### config.mk
export PLATFORM = sky130hd
export DESIGN_NAME = fdp_field_port
export DESIGN_NICKNAME = d
export VERILOG_FILES = /design/src/fdp_pkg.sv /design/src/fdp_stream_if.sv /design/src/fdp_fifo.sv /design/src/fdp_field_port.sv
export SDC_FILE = /design/constraint.sdc
export NUM_CORES = 1
export LEC_CHECK = 0
export ABC_CLOCK_PERIOD_IN_PS = 2300
export BUFFER_PORTS_ARGS = -buffer_cell sky130_fd_sc_hd__buf_2
export CORE_MARGIN = 4
export CORE_UTILIZATION = 41
export DETAILED_ROUTE_END_ITERATION = 6
export PLACE_DENSITY_LB_ADDON = 0.15
export SLEW_MARGIN = 20
export SYNTH_ARGS = -nofsm -noshare
export SYNTH_HDL_FRONTEND = slang
export SYNTH_HIERARCHICAL = 1
export SYNTH_SLANG_ARGS = --single-unit
### constraint.sdc
create_clock -name clk -period 2.3 [get_ports clk]
set_input_delay 0.345 -clock clk [delete_from_list [all_inputs] [get_ports clk]]
set_output_delay 0.345 -clock clk [all_outputs]
set_load 0.05 [all_outputs]
### src/fdp_pkg.sv
// Constants for the strobed field data port
`default_nettype none
package fdp_pkg;
   // ==========================================
   // Clock
   localparam int unsigned CLK_MHZ           = 25;
   // ==========================================
   // Pin modes
   localparam logic [1:0]  MODE_INPUT        = 2'h0;
   localparam logic [1:0]  MODE_OUTPUT       = 2'h1;
   localparam logic [1:0]  MODE_OUTIN        = 2'h2;
   // ==========================================
   // Times in ns
   localparam int unsigned STROBE_TO_VALID_DELAY_NS = 1500;
   localparam int unsigned STROBE_WIDTH_MIN_NS      = 6000;
   localparam int unsigned STROBE_WIDTH_MAX_NS      = 6800;
   localparam int unsigned STROBE_WIDTH_NS          = 6400;
   localparam int unsigned OUT_HOLD_MIN_NS          = 400;
   localparam int unsigned RELEASE_MIN_NS           = 200;
   localparam int unsigned RELEASE_MAX_NS           = 1000;
   localparam int unsigned RELEASE_NS               = 600;
   localparam int unsigned INPUT_SAMPLE_WINDOW_MIN_NS = 10500;
   localparam int unsigned INPUT_SAMPLE_WINDOW_MAX_NS = 12500;
   localparam int unsigned SAMPLE_NS                = 11500;
   // Times in ms
   localparam int unsigned LONG_LOW_RESET_WIDTH_MS  = 100;
   localparam int unsigned NO_RESET_WIDTH_MS        = 50;
   // ==========================================
   // Cycle counts, counter width and FIFO depth
   localparam int unsigned STROBE_TO_VALID_CYC = (STROBE_TO_VALID_DELAY_NS * CLK_MHZ) / 1000;
   localparam int unsigned STB_LOW_CYC  = (STROBE_WIDTH_NS * CLK_MHZ + 999) / 1000;
   localparam int unsigned RELEASE_CYC  = (RELEASE_NS * CLK_MHZ + 999) / 1000;
   localparam int unsigned SAMPLE_CYC   = (SAMPLE_NS * CLK_MHZ + 999) / 1000;
   localparam int unsigned LONG_LOW_CYC = LONG_LOW_RESET_WIDTH_MS * 1000 * CLK_MHZ;
   localparam int unsigned CNT_W        = 9;
   localparam int unsigned FIFO_DEPTH   = 8;
   // ==========================================
   // Engine states
   typedef enum logic [1:0] {ST_IDLE, ST_LOW, ST_HIGH} fdp_state_type;
endpackage : fdp_pkg
`default_nettype wire

### src/fdp_stream_if.sv
// Valid/ready word stream between the port's own modules
`timescale 1ns/1ps
`default_nettype none
interface fdp_stream_if #(parameter int unsigned W = 4);
   logic         valid;
   logic         ready;
   logic [W-1:0] data;
   modport src (output valid, output data, input ready);
   modport snk (input valid, input data, output ready);
endinterface : fdp_stream_if
`default_nettype wire

### src/fdp_fifo.sv
// Parameterised FIFO with valid/ready on both sides
`timescale 1ns/1ps
`default_nettype none
module fdp_fifo #(
   parameter int unsigned W     = 4,
   parameter int unsigned DEPTH = 8
) (
   input  wire logic     clk,
   input  wire logic     rst_n,
   fdp_stream_if.snk     inPort,
   fdp_stream_if.src     outPort
);
   localparam int unsigned AW = $clog2(DEPTH);

   generate
      if (DEPTH < 2 || (1 << AW) != DEPTH) begin : gBadDepth
         $error("fdp_fifo depth must be a power of two of at least 2");
      end
   endgenerate

   logic [W-1:0] mem [DEPTH];
   logic [AW:0]  wrPtr_q;
   logic [AW:0]  rdPtr_q;
   wire          empty = (wrPtr_q == rdPtr_q);
   wire          full  = (wrPtr_q[AW-1:0] == rdPtr_q[AW-1:0]) && (wrPtr_q[AW] != rdPtr_q[AW]);
   wire          push  = inPort.valid && !full;
   wire          pop   = outPort.ready && !empty;

   assign inPort.ready  = !full;
   assign outPort.valid = !empty;
   assign outPort.data  = mem[rdPtr_q[AW-1:0]];

   always_ff @(posedge clk) begin
      if (push) begin
         mem[wrPtr_q[AW-1:0]] <= inPort.data;
      end
   end

   always_ff @(posedge clk or negedge rst_n) begin
      if (!rst_n) begin
         wrPtr_q <= '0;
         rdPtr_q <= '0;
      end else begin
         if (push) wrPtr_q <= wrPtr_q + 1'b1;
         if (pop)  rdPtr_q <= rdPtr_q + 1'b1;
      end
   end
endmodule : fdp_fifo
`default_nettype wire

### src/fdp_field_port.sv
// Strobed four-bit field data port with long-low reset sensing
//
// Summary of operation
// - Each of the four data pins is set on its own to output, output/input or input by its configuration code.
// - An output pin has valid data within 1.5 us of the strobe falling edge and holds it to the next falling edge.
// - An output/input pin drives from the strobe fall through its rise and is released 0.2 to 1 us after the rise.
// - Input and output/input pins are sampled inside the 10.5 to 12.5 us window after the strobe fall.
// - Each strobe low pulse lasts 6 to 6.8 us and ends by releasing the pin.
// - Driven data stays valid at least 0.4 us after the strobe rise.
// - A strobe held low from outside for 100 ms resets the device; lows of 50 ms or less do not.
// - The strobe only pulls low and is released to a weak pull-up, so it can be read back.
// - Data pins only drive low or float; the pull-up is outside.
`timescale 1ns/1ps
`default_nettype none
module fdp_field_port #(
   parameter int unsigned LONG_LOW_CYCLES = fdp_pkg::LONG_LOW_CYC,
   parameter int unsigned FIFO_DEPTH      = fdp_pkg::FIFO_DEPTH
) (
   input  wire logic       clk,
   input  wire logic       rst_n,
   input  wire logic [7:0] pinMode,
   input  wire logic       reqValid,
   output logic            reqReady,
   input  wire logic [3:0] reqData,
   output logic            rspValid,
   output logic [3:0]      rspData,
   input  wire logic       fieldStrobeNIn,
   output logic            fieldStrobeNOut,
   output logic            fieldStrobeNOe,
   input  wire logic [3:0] fieldBitIn,
   output logic [3:0]      fieldBitOut,
   output logic [3:0]      fieldBitOe,
   output logic            longLowReset
);
   localparam int unsigned CW = fdp_pkg::CNT_W;
   localparam logic [CW-1:0] LOW_END  = CW'(fdp_pkg::STB_LOW_CYC - 1);
   localparam logic [CW-1:0] REL_END  = CW'(fdp_pkg::STB_LOW_CYC + fdp_pkg::RELEASE_CYC - 1);
   localparam logic [CW-1:0] SMP_END  = CW'(fdp_pkg::SAMPLE_CYC - 1);

   generate
      if (LONG_LOW_CYCLES < 2 || fdp_pkg::SAMPLE_CYC >= (1 << CW)) begin : gBadParam
         $error("fdp_field_port timing parameters out of range");
      end
   endgenerate

   // ==========================================
   // Chosen timing points must sit inside their windows
   localparam int unsigned LOW_NS = (fdp_pkg::STB_LOW_CYC * 1000) / fdp_pkg::CLK_MHZ;
   localparam int unsigned REL_NS = (fdp_pkg::RELEASE_CYC * 1000) / fdp_pkg::CLK_MHZ;
   // Captured value is the pin level two clocks earlier
   localparam int unsigned SMP_NS = ((fdp_pkg::SAMPLE_CYC - 2) * 1000) / fdp_pkg::CLK_MHZ;
   localparam bit          LOW_OK = (LOW_NS >= fdp_pkg::STROBE_WIDTH_MIN_NS) &&
                                    (LOW_NS <= fdp_pkg::STROBE_WIDTH_MAX_NS);
   localparam bit          REL_OK = (REL_NS >= fdp_pkg::RELEASE_MIN_NS) &&
                                    (REL_NS <= fdp_pkg::RELEASE_MAX_NS) &&
                                    (REL_NS >= fdp_pkg::OUT_HOLD_MIN_NS);
   localparam bit          SMP_OK = (SMP_NS >= fdp_pkg::INPUT_SAMPLE_WINDOW_MIN_NS) &&
                                    (SMP_NS <= fdp_pkg::INPUT_SAMPLE_WINDOW_MAX_NS);

   generate
      if (!LOW_OK) begin : gBadWidth
         $error("fdp_field_port strobe width outside its window");
      end
      if (!REL_OK) begin : gBadRelease
         $error("fdp_field_port output/input release point outside its window");
      end
      if (!SMP_OK) begin : gBadSample
         $error("fdp_field_port input sample point outside its window");
      end
   endgenerate

   // ==========================================
   // Request FIFO
   fdp_stream_if #(.W(4)) reqIf ();
   fdp_stream_if #(.W(4)) popIf ();

   assign reqIf.valid = reqValid;
   assign reqIf.data  = reqData;
   assign reqReady    = reqIf.ready;

   fdp_fifo #(.W(4), .DEPTH(FIFO_DEPTH)) uFifo (
      .clk     (clk),
      .rst_n   (rst_n),
      .inPort  (reqIf),
      .outPort (popIf)
   );

   // ==========================================
   // Pin synchronisers
   logic       strobeMeta_q;
   logic       strobeSync_q;
   logic [3:0] bitMeta_q;
   logic [3:0] bitSync_q;

   always_ff @(posedge clk or negedge rst_n) begin
      if (!rst_n) begin
         strobeMeta_q <= 1'b1;
         strobeSync_q <= 1'b1;
         bitMeta_q    <= 4'hF;
         bitSync_q    <= 4'hF;
      end else begin
         strobeMeta_q <= fieldStrobeNIn;
         strobeSync_q <= strobeMeta_q;
         bitMeta_q    <= fieldBitIn;
         bitSync_q    <= bitMeta_q;
      end
   end

   // ==========================================
   // Strobe engine
   fdp_pkg::fdp_state_type state_q;
   fdp_pkg::fdp_state_type state_d;
   logic [CW-1:0] cnt_q;
   logic [3:0]    outData_q;
   logic          ioDrive_q;
   logic          strobeLow_q;
   logic          longLow_q;

   wire           startCycle = (state_q == fdp_pkg::ST_IDLE) && popIf.valid && !longLow_q;
   wire           lowDone    = (state_q == fdp_pkg::ST_LOW) && (cnt_q == LOW_END);
   wire           releaseIo  = (state_q == fdp_pkg::ST_HIGH) && (cnt_q == REL_END);
   wire           sampleNow  = (state_q == fdp_pkg::ST_HIGH) && (cnt_q == SMP_END);

   assign popIf.ready = startCycle;

   always_comb begin
      state_d = state_q;
      case (state_q)
         fdp_pkg::ST_IDLE: begin
            if (startCycle) state_d = fdp_pkg::ST_LOW;
         end
         fdp_pkg::ST_LOW: begin
            if (lowDone) state_d = fdp_pkg::ST_HIGH;
         end
         fdp_pkg::ST_HIGH: begin
            if (sampleNow) state_d = fdp_pkg::ST_IDLE;
         end
         default: state_d = fdp_pkg::ST_IDLE;
      endcase
   end

   always_ff @(posedge clk or negedge rst_n) begin
      if (!rst_n) begin
         state_q <= fdp_pkg::ST_IDLE;
         cnt_q   <= '0;
      end else if (longLow_q) begin
         state_q <= fdp_pkg::ST_IDLE;
         cnt_q   <= '0;
      end else begin
         state_q <= state_d;
         cnt_q   <= (state_d == fdp_pkg::ST_IDLE || startCycle) ? '0 : cnt_q + 1'b1;
      end
   end

   always_ff @(posedge clk or negedge rst_n) begin
      if (!rst_n) begin
         outData_q   <= 4'hF;
         ioDrive_q   <= 1'b0;
         strobeLow_q <= 1'b0;
      end else if (longLow_q) begin
         ioDrive_q   <= 1'b0;
         strobeLow_q <= 1'b0;
      end else begin
         if (startCycle) outData_q <= popIf.data;
         if (startCycle) ioDrive_q <= 1'b1;
         else if (releaseIo) ioDrive_q <= 1'b0;
         if (startCycle) strobeLow_q <= 1'b1;
         else if (lowDone) strobeLow_q <= 1'b0;
      end
   end

   // ==========================================
   // Pin drivers: low drive or float only
   assign fieldStrobeNOut = 1'b0;
   assign fieldStrobeNOe  = strobeLow_q;

   genvar gi;
   generate
      for (gi = 0; gi < 4; gi++) begin : gPin
         wire [1:0] mode     = pinMode[2*gi +: 2];
         wire       isOut    = (mode == fdp_pkg::MODE_OUTPUT);
         wire       isOutIn  = (mode == fdp_pkg::MODE_OUTIN);
         wire       drive    = isOut || (isOutIn && ioDrive_q);
         assign fieldBitOut[gi] = 1'b0;
         assign fieldBitOe[gi]  = drive && !outData_q[gi];
      end
   endgenerate

   // ==========================================
   // Response capture
   always_ff @(posedge clk or negedge rst_n) begin
      if (!rst_n) begin
         rspValid <= 1'b0;
         rspData  <= 4'h0;
      end else begin
         rspValid <= sampleNow && !longLow_q;
         if (sampleNow) rspData <= bitSync_q;
      end
   end

   // ==========================================
   // Long external low detection, only while the strobe is released
   logic [31:0] lowCnt_q;
   wire         extLow = !strobeSync_q && !strobeLow_q && (state_q != fdp_pkg::ST_LOW);

   always_ff @(posedge clk or negedge rst_n) begin
      if (!rst_n) begin
         lowCnt_q  <= '0;
         longLow_q <= 1'b0;
      end else if (!extLow) begin
         lowCnt_q  <= '0;
         longLow_q <= 1'b0;
      end else begin
         if (lowCnt_q != 32'(LONG_LOW_CYCLES)) lowCnt_q <= lowCnt_q + 1'b1;
         if (lowCnt_q == 32'(LONG_LOW_CYCLES - 1)) longLow_q <= 1'b1;
      end
   end

   assign longLowReset = longLow_q;
endmodule : fdp_field_port
`default_nettype wire

---- Yosys cells after proc, flatten, opt, wreduce, memory -nomap -nowiden ----
Memories as Yosys holds them, arrays and structs flattened. A register that Yosys moved wholly into a read port is not among the register bits.
Cells that the tools add are included.
word-level totals
  memories ................................ 1
  bits in writable memories ............... 32
  logic and storage cells ................. 99
  input bits .............................. 20
  flip-flop bits (word level) ............. 69
memories
  name       words  width  rd ports  clocked after Yosys merged registers in  write ports  RTL line        source
  uFifo.mem  8      4      1         1                                        1            fdp_fifo.sv:21  logic [W-1:0] mem [DEPTH];
operators by class
  bitwise operators ....................... 1
  equal/unequal tests ..................... 21
  reduce and logical (&&, ||, !) cells .... 39
  muxes and demuxes ....................... 19
  add/sub/neg operators ................... 4
operators by type and width
  kind                   number
  $mux 32                2
  $add 32x1->32 const B  1
  $eq 32x22->1 const B   1
  $ne 32x22->1 const B   1
  $logic_and 1x1->1      19
  $eq 9x8->1 const B     2
  $mux 9                 2
  $eq 2x1->1 const B     5
  $eq 2x2->1 const B     5
  $logic_not 1->1        10
  $mux 1                 10
  $add 9x1->9 const B    1
  $eq 9x9->1 const B     1
  $add 4x1->4 const B    2
  $mux 2                 4
  $ne 2x1->1 const B     3
  $pmux 2 s3             1
  $reduce_bool 3->1      2
  $logic_or 1x1->1       5
  $eq 4x4->1             1
  $logic_not 2->1        2
  $eq 3x3->1             1
  $reduce_and 2->1       1
  $ne 1x1->1             1
  $not 1->1              1

---- Longest topological paths before layout ----
Gate-level depths: netlist of run 1.
  word-level depth ........................ 10
  gate-level depth with buffers ........... 10
  depth with buffers taken out ............ 8

---- Hierarchy ----
The synthesis of run 1 kept the hierarchy.
modules (own cells, without submodules)
  module          area an instance (sq um)  cells an instance  times used
  fdp_field_port  3205.6                    312                1
  fdp_fifo        1908.1                    104                1

---- Least setup slack after synthesis of run 1 ----
No wires, ideal clock.
  path type ............................... reg-to-reg
  start point ............................. reg uFifo.rdPtr_q[2]
  end point ............................... reg uFifo.rdPtr_q[3]
  arrival ................................. 2.342 ns
  stages on the path, launching flop included .. 11
  library setup time ...................... 0.126 ns
  setup slack ............................. -0.168 ns
  cell sequence ........................... dfrtp_1 buf_6 xor2_2 nor3_1 nand2_1 nor3b_1 and2_1 clkbuf_1 nand4_1 and2_1 a311o_1
on the way
  longest elaborated chain between the ends .. 5
  elaborated cells on any way between the ends .. 6
  classes of those cells .................. 1 x add/sub; 1 x eq/ne; 4 x reduce/logical
RTL lines
  element                         RTL line               source
  start, declared                 fdp_fifo.sv:23         logic [AW:0] rdPtr_q;
  start signal, assigned          fdp_fifo.sv:45         if (pop) rdPtr_q <= rdPtr_q + 1'b1;
  $eq 4x4->1                      fdp_fifo.sv:24         wire empty = (wrPtr_q == rdPtr_q);
  $logic_not 1->1                 fdp_fifo.sv:30         assign outPort.valid = !empty;
  net popIf.valid                 fdp_stream_if.sv:5     logic valid;
  $logic_and 1x1->1 (2 in a row)  fdp_field_port.sv:119  wire startCycle = (state_q == fdp_pkg::ST_IDLE) && popIf.valid && !longLow_q;
  net popIf.ready                 fdp_stream_if.sv:6     logic ready;
  $logic_and 1x1->1               fdp_fifo.sv:27         wire pop = outPort.ready && !empty;
The timed path passes the listed nets, and every way through them passes these cells.
A chain may end at the register's enable or synchronous reset.

---- Worst setup path in the final report of run 1 ----
  start point ............................. reg uFifo.wrPtr_q[0]
  end point ............................... out reqReady
on the way
  longest elaborated chain between the ends .. 3
RTL lines
  element                 RTL line              source
  start, declared         fdp_fifo.sv:22        logic [AW:0] wrPtr_q;
  start signal, assigned  fdp_fifo.sv:44        if (push) wrPtr_q <= wrPtr_q + 1'b1;
  $eq 3x3->1              fdp_fifo.sv:25        wire full = (wrPtr_q[AW-1:0] == rdPtr_q[AW-1:0]) && (wrPtr_q[AW] != rdPtr_q[AW]);
  $logic_and 1x1->1       fdp_fifo.sv:25
  $logic_not 1->1         fdp_fifo.sv:29        assign inPort.ready = !full;
  end, declared           fdp_field_port.sv:23  output logic reqReady,
Every way passes these cells.

==> flow_metrics.env, run 1 <==
export IMPL_outcome="finished, violations left"
export IMPL_violations="hold timing"
export IMPL_hold_path_class="primary input to async pin"
export IMPL_cts_root_buffer="clkbuf_16"
export IMPL_synthArstFlopShare_pct=69.5
export IMPL_drv_cap=0
export IMPL_vias_per_cell=5.48
export IMPL_std_cell_rows=40
export IMPL_clk_pin_slew_ps=70
export IMPL_dieHeight_um=120
export IMPL_ioPinCount=37
export IMPL_die_w_um=120
export IMPL_antenna_found_initial=0
export IMPL_clk_latency_ps=350
export IMPL_cts_resized=0
export IMPL_slew_violations=0
export IMPL_num_vias=3486
export IMPL_diodes=0
export IMPL_tightest_slew_ps=796
export IMPL_dr_first_iter_drc_count=295
export IMPL_grt_pass1_vias=3432
export IMPL_reg2regPathDepth=5
export IMPL_core_area_um2=12100
export IMPL_skew_ps=8.12
export IMPL_layout_commonest_cell="dfrtp_1"
export IMPL_fmax_ghz=0.464
export IMPL_slew_limit_headroom_pct=46.4
export IMPL_fin_nets=489
export IMPL_layout_drive_gt1_share_pct=24.6
export IMPL_mostFrequentLayoutCells="dfrtp_1, edfxtp_1, buf_2"
export IMPL_numCtsBuffers=9
export IMPL_power_leakage_nw=2.29
export IMPL_setup_violations=0
export IMPL_yosys_warnings=6
export IMPL_rsz0062_at_grt="no"
export IMPL_start_kind="flop"
export IMPL_routedWlPerCell_um=16.0
export IMPL_clk_path_buf_depth=2
export IMPL_power_density_nw_per_um2=917
export IMPL_crit_arrival_ps=1810
export IMPL_io_buffer_count=31
export IMPL_synth_area_top_cells="dfrtp_1, edfxtp_1, dfstp_2"
export IMPL_synth_seq_cells=105
export IMPL_die_area_um2=14300
export IMPL_grt_usage_pct=15.4
export IMPL_synth_edff_count=32
export IMPL_ys_seq_area_share_pct=54.9
export IMPL_grt_pass1_wl_um=17400
export IMPL_setup_ws_ps=147
export IMPL_post_route_util_pct=48.8
export IMPL_period_share_pct=93.6
export IMPL_syn_to_final_growth_pct=15.6
export IMPL_vdd_drop_max_v=0.000476
export IMPL_cts_sinks=105
export IMPL_mappedNetlistArea_um2=5110
export IMPL_cts_tree="done"
export IMPL_endpoint_kind="output port"
export IMPL_cts_hold_buf=0
export IMPL_gp_congestion=0.819
export IMPL_postCtsSetupBuffers=0
export IMPL_yosysUniqueCellTypes=57
export IMPL_period_minus_slack_ps=2150
export IMPL_grt_overflow_total=0
export IMPL_grt_max_degree=45
export IMPL_synth_ff_type="dfrtp_1"
export IMPL_finalWirelength_um=10200
export IMPL_worst_path_max_fanout=8
export IMPL_setup_tns_final_ps=0
export IMPL_hold_viol=9
export IMPL_h_tree_depth=3
export IMPL_avgSynthCellArea_um2=12.3
export IMPL_synth_top_area_share_pct=28.9
export IMPL_cp_data_required_time_ps=1960
export IMPL_dp_slack_ps=129
export IMPL_synthCells=416
export IMPL_whs_ps=-13.3
export IMPL_ant_nets=0
export IMPL_drcViolationCount=0
export IMPL_dp_hpwl_um=7190
export IMPL_worstSetupPathType="flop to output port"
export IMPL_synth_top_cell_by_area="dfrtp_1"
export IMPL_firstDrtPassIters=4
export IMPL_floorplan_initialDensity_pct=42.2
==> flip-flops by register name, summed over array words and instances (netlist names) <==
| register | flops |
|---|---|
| lowCnt_q | 32 |
| uFifo/mem | 32 |
| cnt_q | 9 |
| bitMeta_q | 4 |
| bitSync_q | 4 |
| outData_q | 4 |
| rspData | 4 |
| uFifo/rdPtr_q | 4 |
| uFifo/wrPtr_q | 4 |
| state_q | 2 |
| fieldStrobeNOe | 1 |
| ioDrive_q | 1 |
| longLowReset | 1 |
| rspValid | 1 |
| strobeMeta_q | 1 |
| strobeSync_q | 1 |
==> metrics by stage <==
step / cells / hold slack, ps / total power [mW] / instance area, µm²
CTS: 636 / 5.03 / 5.48 / 5910
finish: 636 / -13.3 / 5.42 / 5910
floorplan: 420 / 49.4 / 3.27 / 5140
global route: 636 / 22.5 / 5.70 / 5910
global placement: 620 / 346 / 3.65 / 5560
detailed placement: 620 / 348 / 3.69 / 5560
==> area by class of cell <==
cell class              instances  area (µm²)
multi-input cells             283        2160
clock inverters                 7         124
inverters                       8        30.0
fillers                      1106        6200
repair buffers                 56         358
clock buffers                   9         225
well taps                     168         210
flip-flops and latches        105        2810
==> logic make-up (layout without fill, tap and decap cells) <==
kind of cell | count (synthesis) | count (layout) | synth area share [%]
flip-flops | 105 | 105 | 54.9
XOR/XNOR | 29 | 29 | 5.63
AO/OA/AOI/OAI | 54 | 54 | 7.68
multiplexers | 26 | 26 | 8.12
AND/OR/NAND/NOR | 163 | 163 | 18.7
buffers and inverters | 32 | 80 | 3.45
other | 1 | 5 | 0.0733
adder cells (fa/ha/maj) | 6 | 6 | 1.47
==> cell usage after synthesis, types with 4 or more instances <==
cell and number:
dfrtp_1 59, edfxtp_1 32, nor2_1 28, nand2_1 26, a21oi_1 20, or4_1 18
nand4_1 16, mux2_2 15, nand3_1 15, dfstp_2 14, xor2_1 14, o31ai_1 12
xnor2_1 12, clkbuf_1 9, inv_1 8, mux4_1 8, nor4_1 8, and4_1 7
nor4b_1 7, and2_1 6, buf_4 6, ha_1 6, nor3_1 5, or3_1 5
buf_6 4, nand2b_1 4, o21ai_0 4
==> per-layer routing <==
metal	vias up	track usage, %	wire [µm]
li1	1661	-	-
met1	1750	21.9	5000
met2	61	23.2	4680
met3	14	3.53	369
met4	0	5.30	138
met5	-	0	0
==> final timing paths <==
kind / startpoint / end / slack, ps
min in group clk: fieldBitIn[0] / bitMeta_q[0]$_DFF_PN1_ / 90
max in group asynchronous: rst_n / strobeMeta_q$_DFF_PN1_ / 1670
min: rst_n / cnt_q[0]$_DFF_PN0_ / -10
max: uFifo/wrPtr_q[0]$_DFFE_PN0P_ / reqReady / 150
min reg2reg: bitMeta_q[1]$_DFF_PN1_ / bitSync_q[1]$_DFF_PN1_ / 360
max reg2reg: lowCnt_q[12]$_DFFE_PN0P_ / lowCnt_q[25]$_DFFE_PN0P_ / 160
==> power by group <==
| group | internal (mW) | total, mW | switching, mW |
|---|---|---|---|
| sequential | 2.17 | 2.36 | 0.182 |
| clock | 1.08 | 1.78 | 0.701 |
| combinational | 0.565 | 1.29 | 0.725 |
| total | 3.81 | 5.42 | 1.61 |
==> worst max-delay path: stages, from the launching register on <==
cell     delay [ps]
dfrtp_1         440
xor2_4          220
nor4_4          340
buf_4           210
inv_1            50
buf_2           200
Note: power is estimated with default switching activity, not from simulation.
==> inputs of run 2 (changes only) <==
--- a/config.mk
+++ b/config.mk
@@ -10,7 +10,7 @@
 export CORE_MARGIN = 4
 export CORE_UTILIZATION = 41
 export DETAILED_ROUTE_END_ITERATION = 6
-export PLACE_DENSITY_LB_ADDON = 0.15
+export PLACE_DENSITY = 0.59
 export SLEW_MARGIN = 20
 export SYNTH_ARGS = -nofsm -noshare
 export SYNTH_HDL_FRONTEND = slang
==> flow_metrics.env, run 2 (synthesized netlist as in run 1, its figures left out) <==
export IMPL_outcome="finished clean"
export IMPL_multi_input_area_um2=2200
export IMPL_ant_nets=0
export IMPL_start_kind="flop"
export IMPL_clk_pin_slew_ps=70
export IMPL_cts_sinks=105
export IMPL_worstSetupPathType="flop to output port"
export IMPL_p_sw_share_pct=31.8
export IMPL_hold_path_class="primary input to async pin"
export IMPL_syn_to_final_growth_pct=14.6
export IMPL_cp_slowest_stage_delay_ps=440
export IMPL_clk_latency_ps=350
export IMPL_diodes=0
export IMPL_p_comb_share_pct=25.4
export IMPL_regArea_um2=2810
export IMPL_dieHeight_um=120
export IMPL_fin_nets=484
export IMPL_setup_ws_ps=86.1
export IMPL_crit_arrival_ps=1870
export IMPL_drcViolationCount=0
export IMPL_grt_pass1_wl_um=16900
export IMPL_p_int_mw=3.50
export IMPL_worst_path_max_fanout=3
export IMPL_ioPinCount=37
export IMPL_skew_ps=10.4
export IMPL_cts_hold_buf=0
export IMPL_core_area_um2=12100
export IMPL_floorplan_initialDensity_pct=42.2
export IMPL_antenna_found_initial=0
export IMPL_cp_common_cell="buf_4"
export IMPL_grt_overflow_total=0
export IMPL_num_vias=3391
export IMPL_rsz0062_at_grt="no"
export IMPL_p_seq_share_pct=46.0
export IMPL_endpoint_kind="output port"
export IMPL_gp_congestion=0.797
export IMPL_layout_commonest_cell="dfrtp_1"
export IMPL_die_area_um2=14300
export IMPL_numCtsBuffers=9
export IMPL_vdd_drop_max_v=0.000395
export IMPL_grt_usage_pct=14.9
export IMPL_reg2regPathDepth=5
export IMPL_grt_pass1_vias=3314
export IMPL_finalWirelength_um=10000
export IMPL_power_mw=5.13
export IMPL_tightest_slew_ps=581
export IMPL_drv_cap=0
export IMPL_routedWlPerCell_um=15.9
export IMPL_whs_ps=1.04
export IMPL_slew_violations=0
export IMPL_io_buffer_count=31
export IMPL_path_cells="xor2_4, buf_4, nor4_4, buf_4, inv_1, buf_6"
export IMPL_setup_tns_final_ps=0
export IMPL_firstDrtPassIters=4
export IMPL_placed_cells=614
export IMPL_post_route_util_pct=48.4
export IMPL_cts_root_buffer="clkbuf_16"
export IMPL_vias_per_cell=5.37
export IMPL_setup_violations=0
export IMPL_dp_hpwl_um=7020
export IMPL_period_share_pct=96.3
export IMPL_dr_first_iter_drc_count=257
export IMPL_h_tree_depth=3
export IMPL_fin_area_um2=5860
export IMPL_std_cell_rows=40
export IMPL_power_frac_clock_pct=28.6
export IMPL_layout_drive_gt1_share_pct=25.5
export IMPL_cp_data_required_time_ps=1960
export IMPL_mostFrequentLayoutCells="dfrtp_1, edfxtp_1, buf_2"
export IMPL_fillers=1082
export IMPL_cts_tree="done"
export IMPL_fin_cells=631
export IMPL_dp_slack_ps=31.6
export IMPL_power_density_nw_per_um2=876
export IMPL_clk_path_buf_depth=2
export IMPL_period_minus_slack_ps=2210
export IMPL_hold_viol=0
export IMPL_power_switching_mw=1.63
export IMPL_grt_max_degree=74
export IMPL_fmax_ghz=0.452
export IMPL_placed_area_um2=5510
export IMPL_die_w_um=120
export IMPL_critPathSlowestCell="dfrtp_2"
export IMPL_power_leakage_nw=2.24
export IMPL_slew_limit_headroom_pct=60.9
==> run 2: cell count changes in the layout (fill, tap and decap cells not counted), moves of 3 or more <==
cell	before	now
nor4_2	0	3
buf_4	25	19
nor4b_1	7	3
bufinv_16	3	0
nor4_1	8	5
nor4b_2	0	4
==> run 2: routing by layer <==
| layer | up-vias | track usage, % | part of all wire [%] | wire length (µm) |
|---|---|---|---|---|
| met5 | - | 0 | 0 | 0 |
| li1 | 1646 | - | - | - |
| met2 | 56 | 22.9 | 47 | 4730 |
| met4 | 0 | 5.51 | 1.8 | 184 |
| met3 | 18 | 4.29 | 4.3 | 430 |
| met1 | 1671 | 20.0 | 47 | 4700 |
==> run 2: path summary, 6_finish.rpt <==
check / startpoint / endpoint / slack (ps)
setup / recovery: uFifo/wrPtr_q[0]$_DFFE_PN0P_ / reqReady / 90
hold / removal: rst_n / uFifo/rdPtr_q[3]$_DFFE_PN0P_ / 1
setup reg to reg: lowCnt_q[12]$_DFFE_PN0P_ / lowCnt_q[31]$_DFFE_PN0P_ / 140
hold reg to reg: bitMeta_q[0]$_DFF_PN1_ / bitSync_q[0]$_DFF_PN1_ / 360
max in group asynchronous: rst_n / outData_q[0]$_DFFE_PN1P_ / 1950
min in group clk: fieldBitIn[3] / bitMeta_q[3]$_DFF_PN1_ / 80
==> run 2: final cells by class <==
cell class	count	area share, %
clock buffer	9	3.84
clock inverter	7	1.00
inverter	8	0.512
multi-input combinational	283	37.6
sequential	105	47.9
tap	168	3.59
timing repair buffer	51	5.53
==> run 2: worst max-delay path, delay by kind of cell (launching register included) <==
family	cells	cell delay, ps
DFF	1	440
and+or+nand+nor	1	340
buffers and inverters	4	550
xor gates and xnor gates	1	190
==> run 2: repair_timing <==
item	in CTS	in global routing
pin swaps	1	1
gates resized for setup	0	13
endpoints found under the setup margin	1	29
cloned	0	0
buffers inserted	1	0
==> run 2: power by group through the flow <==
stage	logic (mW)	clock network, mW	registers (mW)
final	1.30	1.47	2.36
after CTS	1.26	1.51	2.36
after global placement	1.22	0	2.39
after detailed placement	1.24	0	2.39
after global routing	1.42	1.60	2.39
after floorplan	0.919	0	2.35
==> inputs of run 3 (changes only) <==
--- a/config.mk
+++ b/config.mk
@@ -9,6 +9,7 @@
 export BUFFER_PORTS_ARGS = -buffer_cell sky130_fd_sc_hd__buf_2
 export CORE_MARGIN = 4
 export CORE_UTILIZATION = 41
+export CTS_BUF_LIST = sky130_fd_sc_hd__clkbuf_8
 export DETAILED_ROUTE_END_ITERATION = 6
 export PLACE_DENSITY = 0.59
 export SLEW_MARGIN = 20
==> flow_metrics.env, run 3 (synthesized netlist as in run 1, its figures left out) <==
export IMPL_drcViolationCount=0
export IMPL_dp_slack_ps=31.6
export IMPL_syn_to_final_growth_pct=13.1
export IMPL_worst_path_max_fanout=3
export IMPL_gp_congestion=0.797
export IMPL_slew_limit_headroom_pct=57.9
export IMPL_cts_tree="done"
export IMPL_hold_path_class="primary input to flop"
export IMPL_grt_pass1_vias=3322
export IMPL_drv_cap=0
export IMPL_dr_first_iter_drc_count=277
export IMPL_num_vias=3408
export IMPL_fin_cells=633
export IMPL_crit_arrival_ps=1860
export IMPL_io_buffer_count=31
export IMPL_setup_violations=0
export IMPL_start_kind="flop"
export IMPL_cp_top_family="buffers and inverters"
export IMPL_cts_root_buffer="clkbuf_8"
export IMPL_dp_hpwl_um=7020
export IMPL_finalWirelength_um=10100
export IMPL_antenna_found_initial=0
export IMPL_placed_cells=614
export IMPL_hold_viol=0
export IMPL_firstDrtPassIters=4
export IMPL_setup_tns_final_ps=0
export IMPL_clk_pin_slew_ps=110
export IMPL_outcome="finished clean"
export IMPL_vias_per_cell=5.38
export IMPL_cts_sinks=105
export IMPL_fin_area_um2=5780
export IMPL_cp_depth=6
export IMPL_ioPinCount=37
export IMPL_core_area_um2=12100
export IMPL_grt_pass1_wl_um=16700
export IMPL_tightest_slew_ps=627
export IMPL_endpoint_kind="output port"
export IMPL_clk_path_buf_depth=2
export IMPL_h_tree_depth=3
export IMPL_slew_violations=0
export IMPL_placed_area_um2=5510
export IMPL_dieHeight_um=120
export IMPL_vdd_drop_max_v=0.000326
export IMPL_grt_usage_pct=14.6
export IMPL_power_mw=4.79
export IMPL_grt_overflow_total=0
export IMPL_power_density_nw_per_um2=828
export IMPL_layout_drive_gt1_share_pct=25.8
export IMPL_layout_commonest_cell="dfrtp_1"
export IMPL_path_buf_inv=4
export IMPL_path_cells="xor2_2, buf_6, nor4_4, buf_4, inv_1, buf_6"
export IMPL_worstSetupPathType="flop to output port"
export IMPL_critPathSlowestCell="dfrtp_1"
export IMPL_ant_nets=0
export IMPL_mostFrequentLayoutCells="dfrtp_1, edfxtp_1, buf_2"
export IMPL_power_leakage_nw=2.20
export IMPL_min_path_cells=1
export IMPL_die_area_um2=14300
export IMPL_reg2regPathDepth=5
export IMPL_diodes=0
export IMPL_clk_latency_ps=370
export IMPL_cp_common_cell="buf_6"
export IMPL_cp_data_required_time_ps=1960
export IMPL_cp_slowest_stage_delay_ps=420
export IMPL_setup_ws_ps=91.3
export IMPL_period_minus_slack_ps=2210
export IMPL_whs_ps=58.5
export IMPL_std_cell_rows=40
export IMPL_post_route_util_pct=47.8
export IMPL_floorplan_initialDensity_pct=42.2
export IMPL_numCtsBuffers=9
export IMPL_die_w_um=120
export IMPL_fin_nets=486
export IMPL_skew_ps=12.6
export IMPL_period_share_pct=96.0
export IMPL_fmax_ghz=0.453
export IMPL_grt_max_degree=74
export IMPL_routedWlPerCell_um=15.9
export IMPL_rsz0062_at_grt="no"
[run 3: cell count changes in the layout (fill, tap and decap cells not counted), sizes merged]
| cell | delta |
|---|---|
| buf | +1 |
| dlygate4sd3 | +1 |
[run 3: power by group]
group	switching (mW)	leakage [nW]	internal, mW
registers	0.182	1.22	2.17
logic	0.750	0.884	0.602
clock network	0.664	0.0974	0.417
total	1.60	2.20	3.19
[run 3: final cells by class]
type                       count  area [µm²]
sequential                   105        2810
multi-input combinational    283        2200
clock inverter                 7        58.8
clock buffer                   9         124
tap                          168         210
inverter                       8        30.0
timing repair buffer          53         349
fill                        1094        6330
[run 3: layer usage]
layer  vias to the layer above  global-route usage (%)  wire [µm]
met2                        54                    23.0       4720
met5                         -                       0          0
li1                       1647                       -          -
met1                      1695                    19.9       4830
met4                         0                    4.87        138
met3                        12                    3.72        377
[run 3: worst paths after layout]
path | startpoint | endpoint | slack [ps]
max | uFifo/wrPtr_q[1]$_DFFE_PN0P_ | reqReady | 90
min | fieldBitIn[0] | bitMeta_q[0]$_DFF_PN1_ | 60
max reg2reg | lowCnt_q[13]$_DFFE_PN0P_ | lowCnt_q[31]$_DFFE_PN0P_ | 140
min reg2reg | bitMeta_q[0]$_DFF_PN1_ | bitSync_q[0]$_DFF_PN1_ | 360
max in group asynchronous | rst_n | outData_q[0]$_DFFE_PN1P_ | 1430
min in group asynchronous | rst_n | uFifo/rdPtr_q[3]$_DFFE_PN0P_ | 510
[run 3: repair_timing]
item,CTS,global route
pin swaps,1,1
endpoints found under the setup margin,1,30
hold endpoints to repair,52,0
hold buffers,1,0
resized for setup,2,13
buffers inserted,1,1
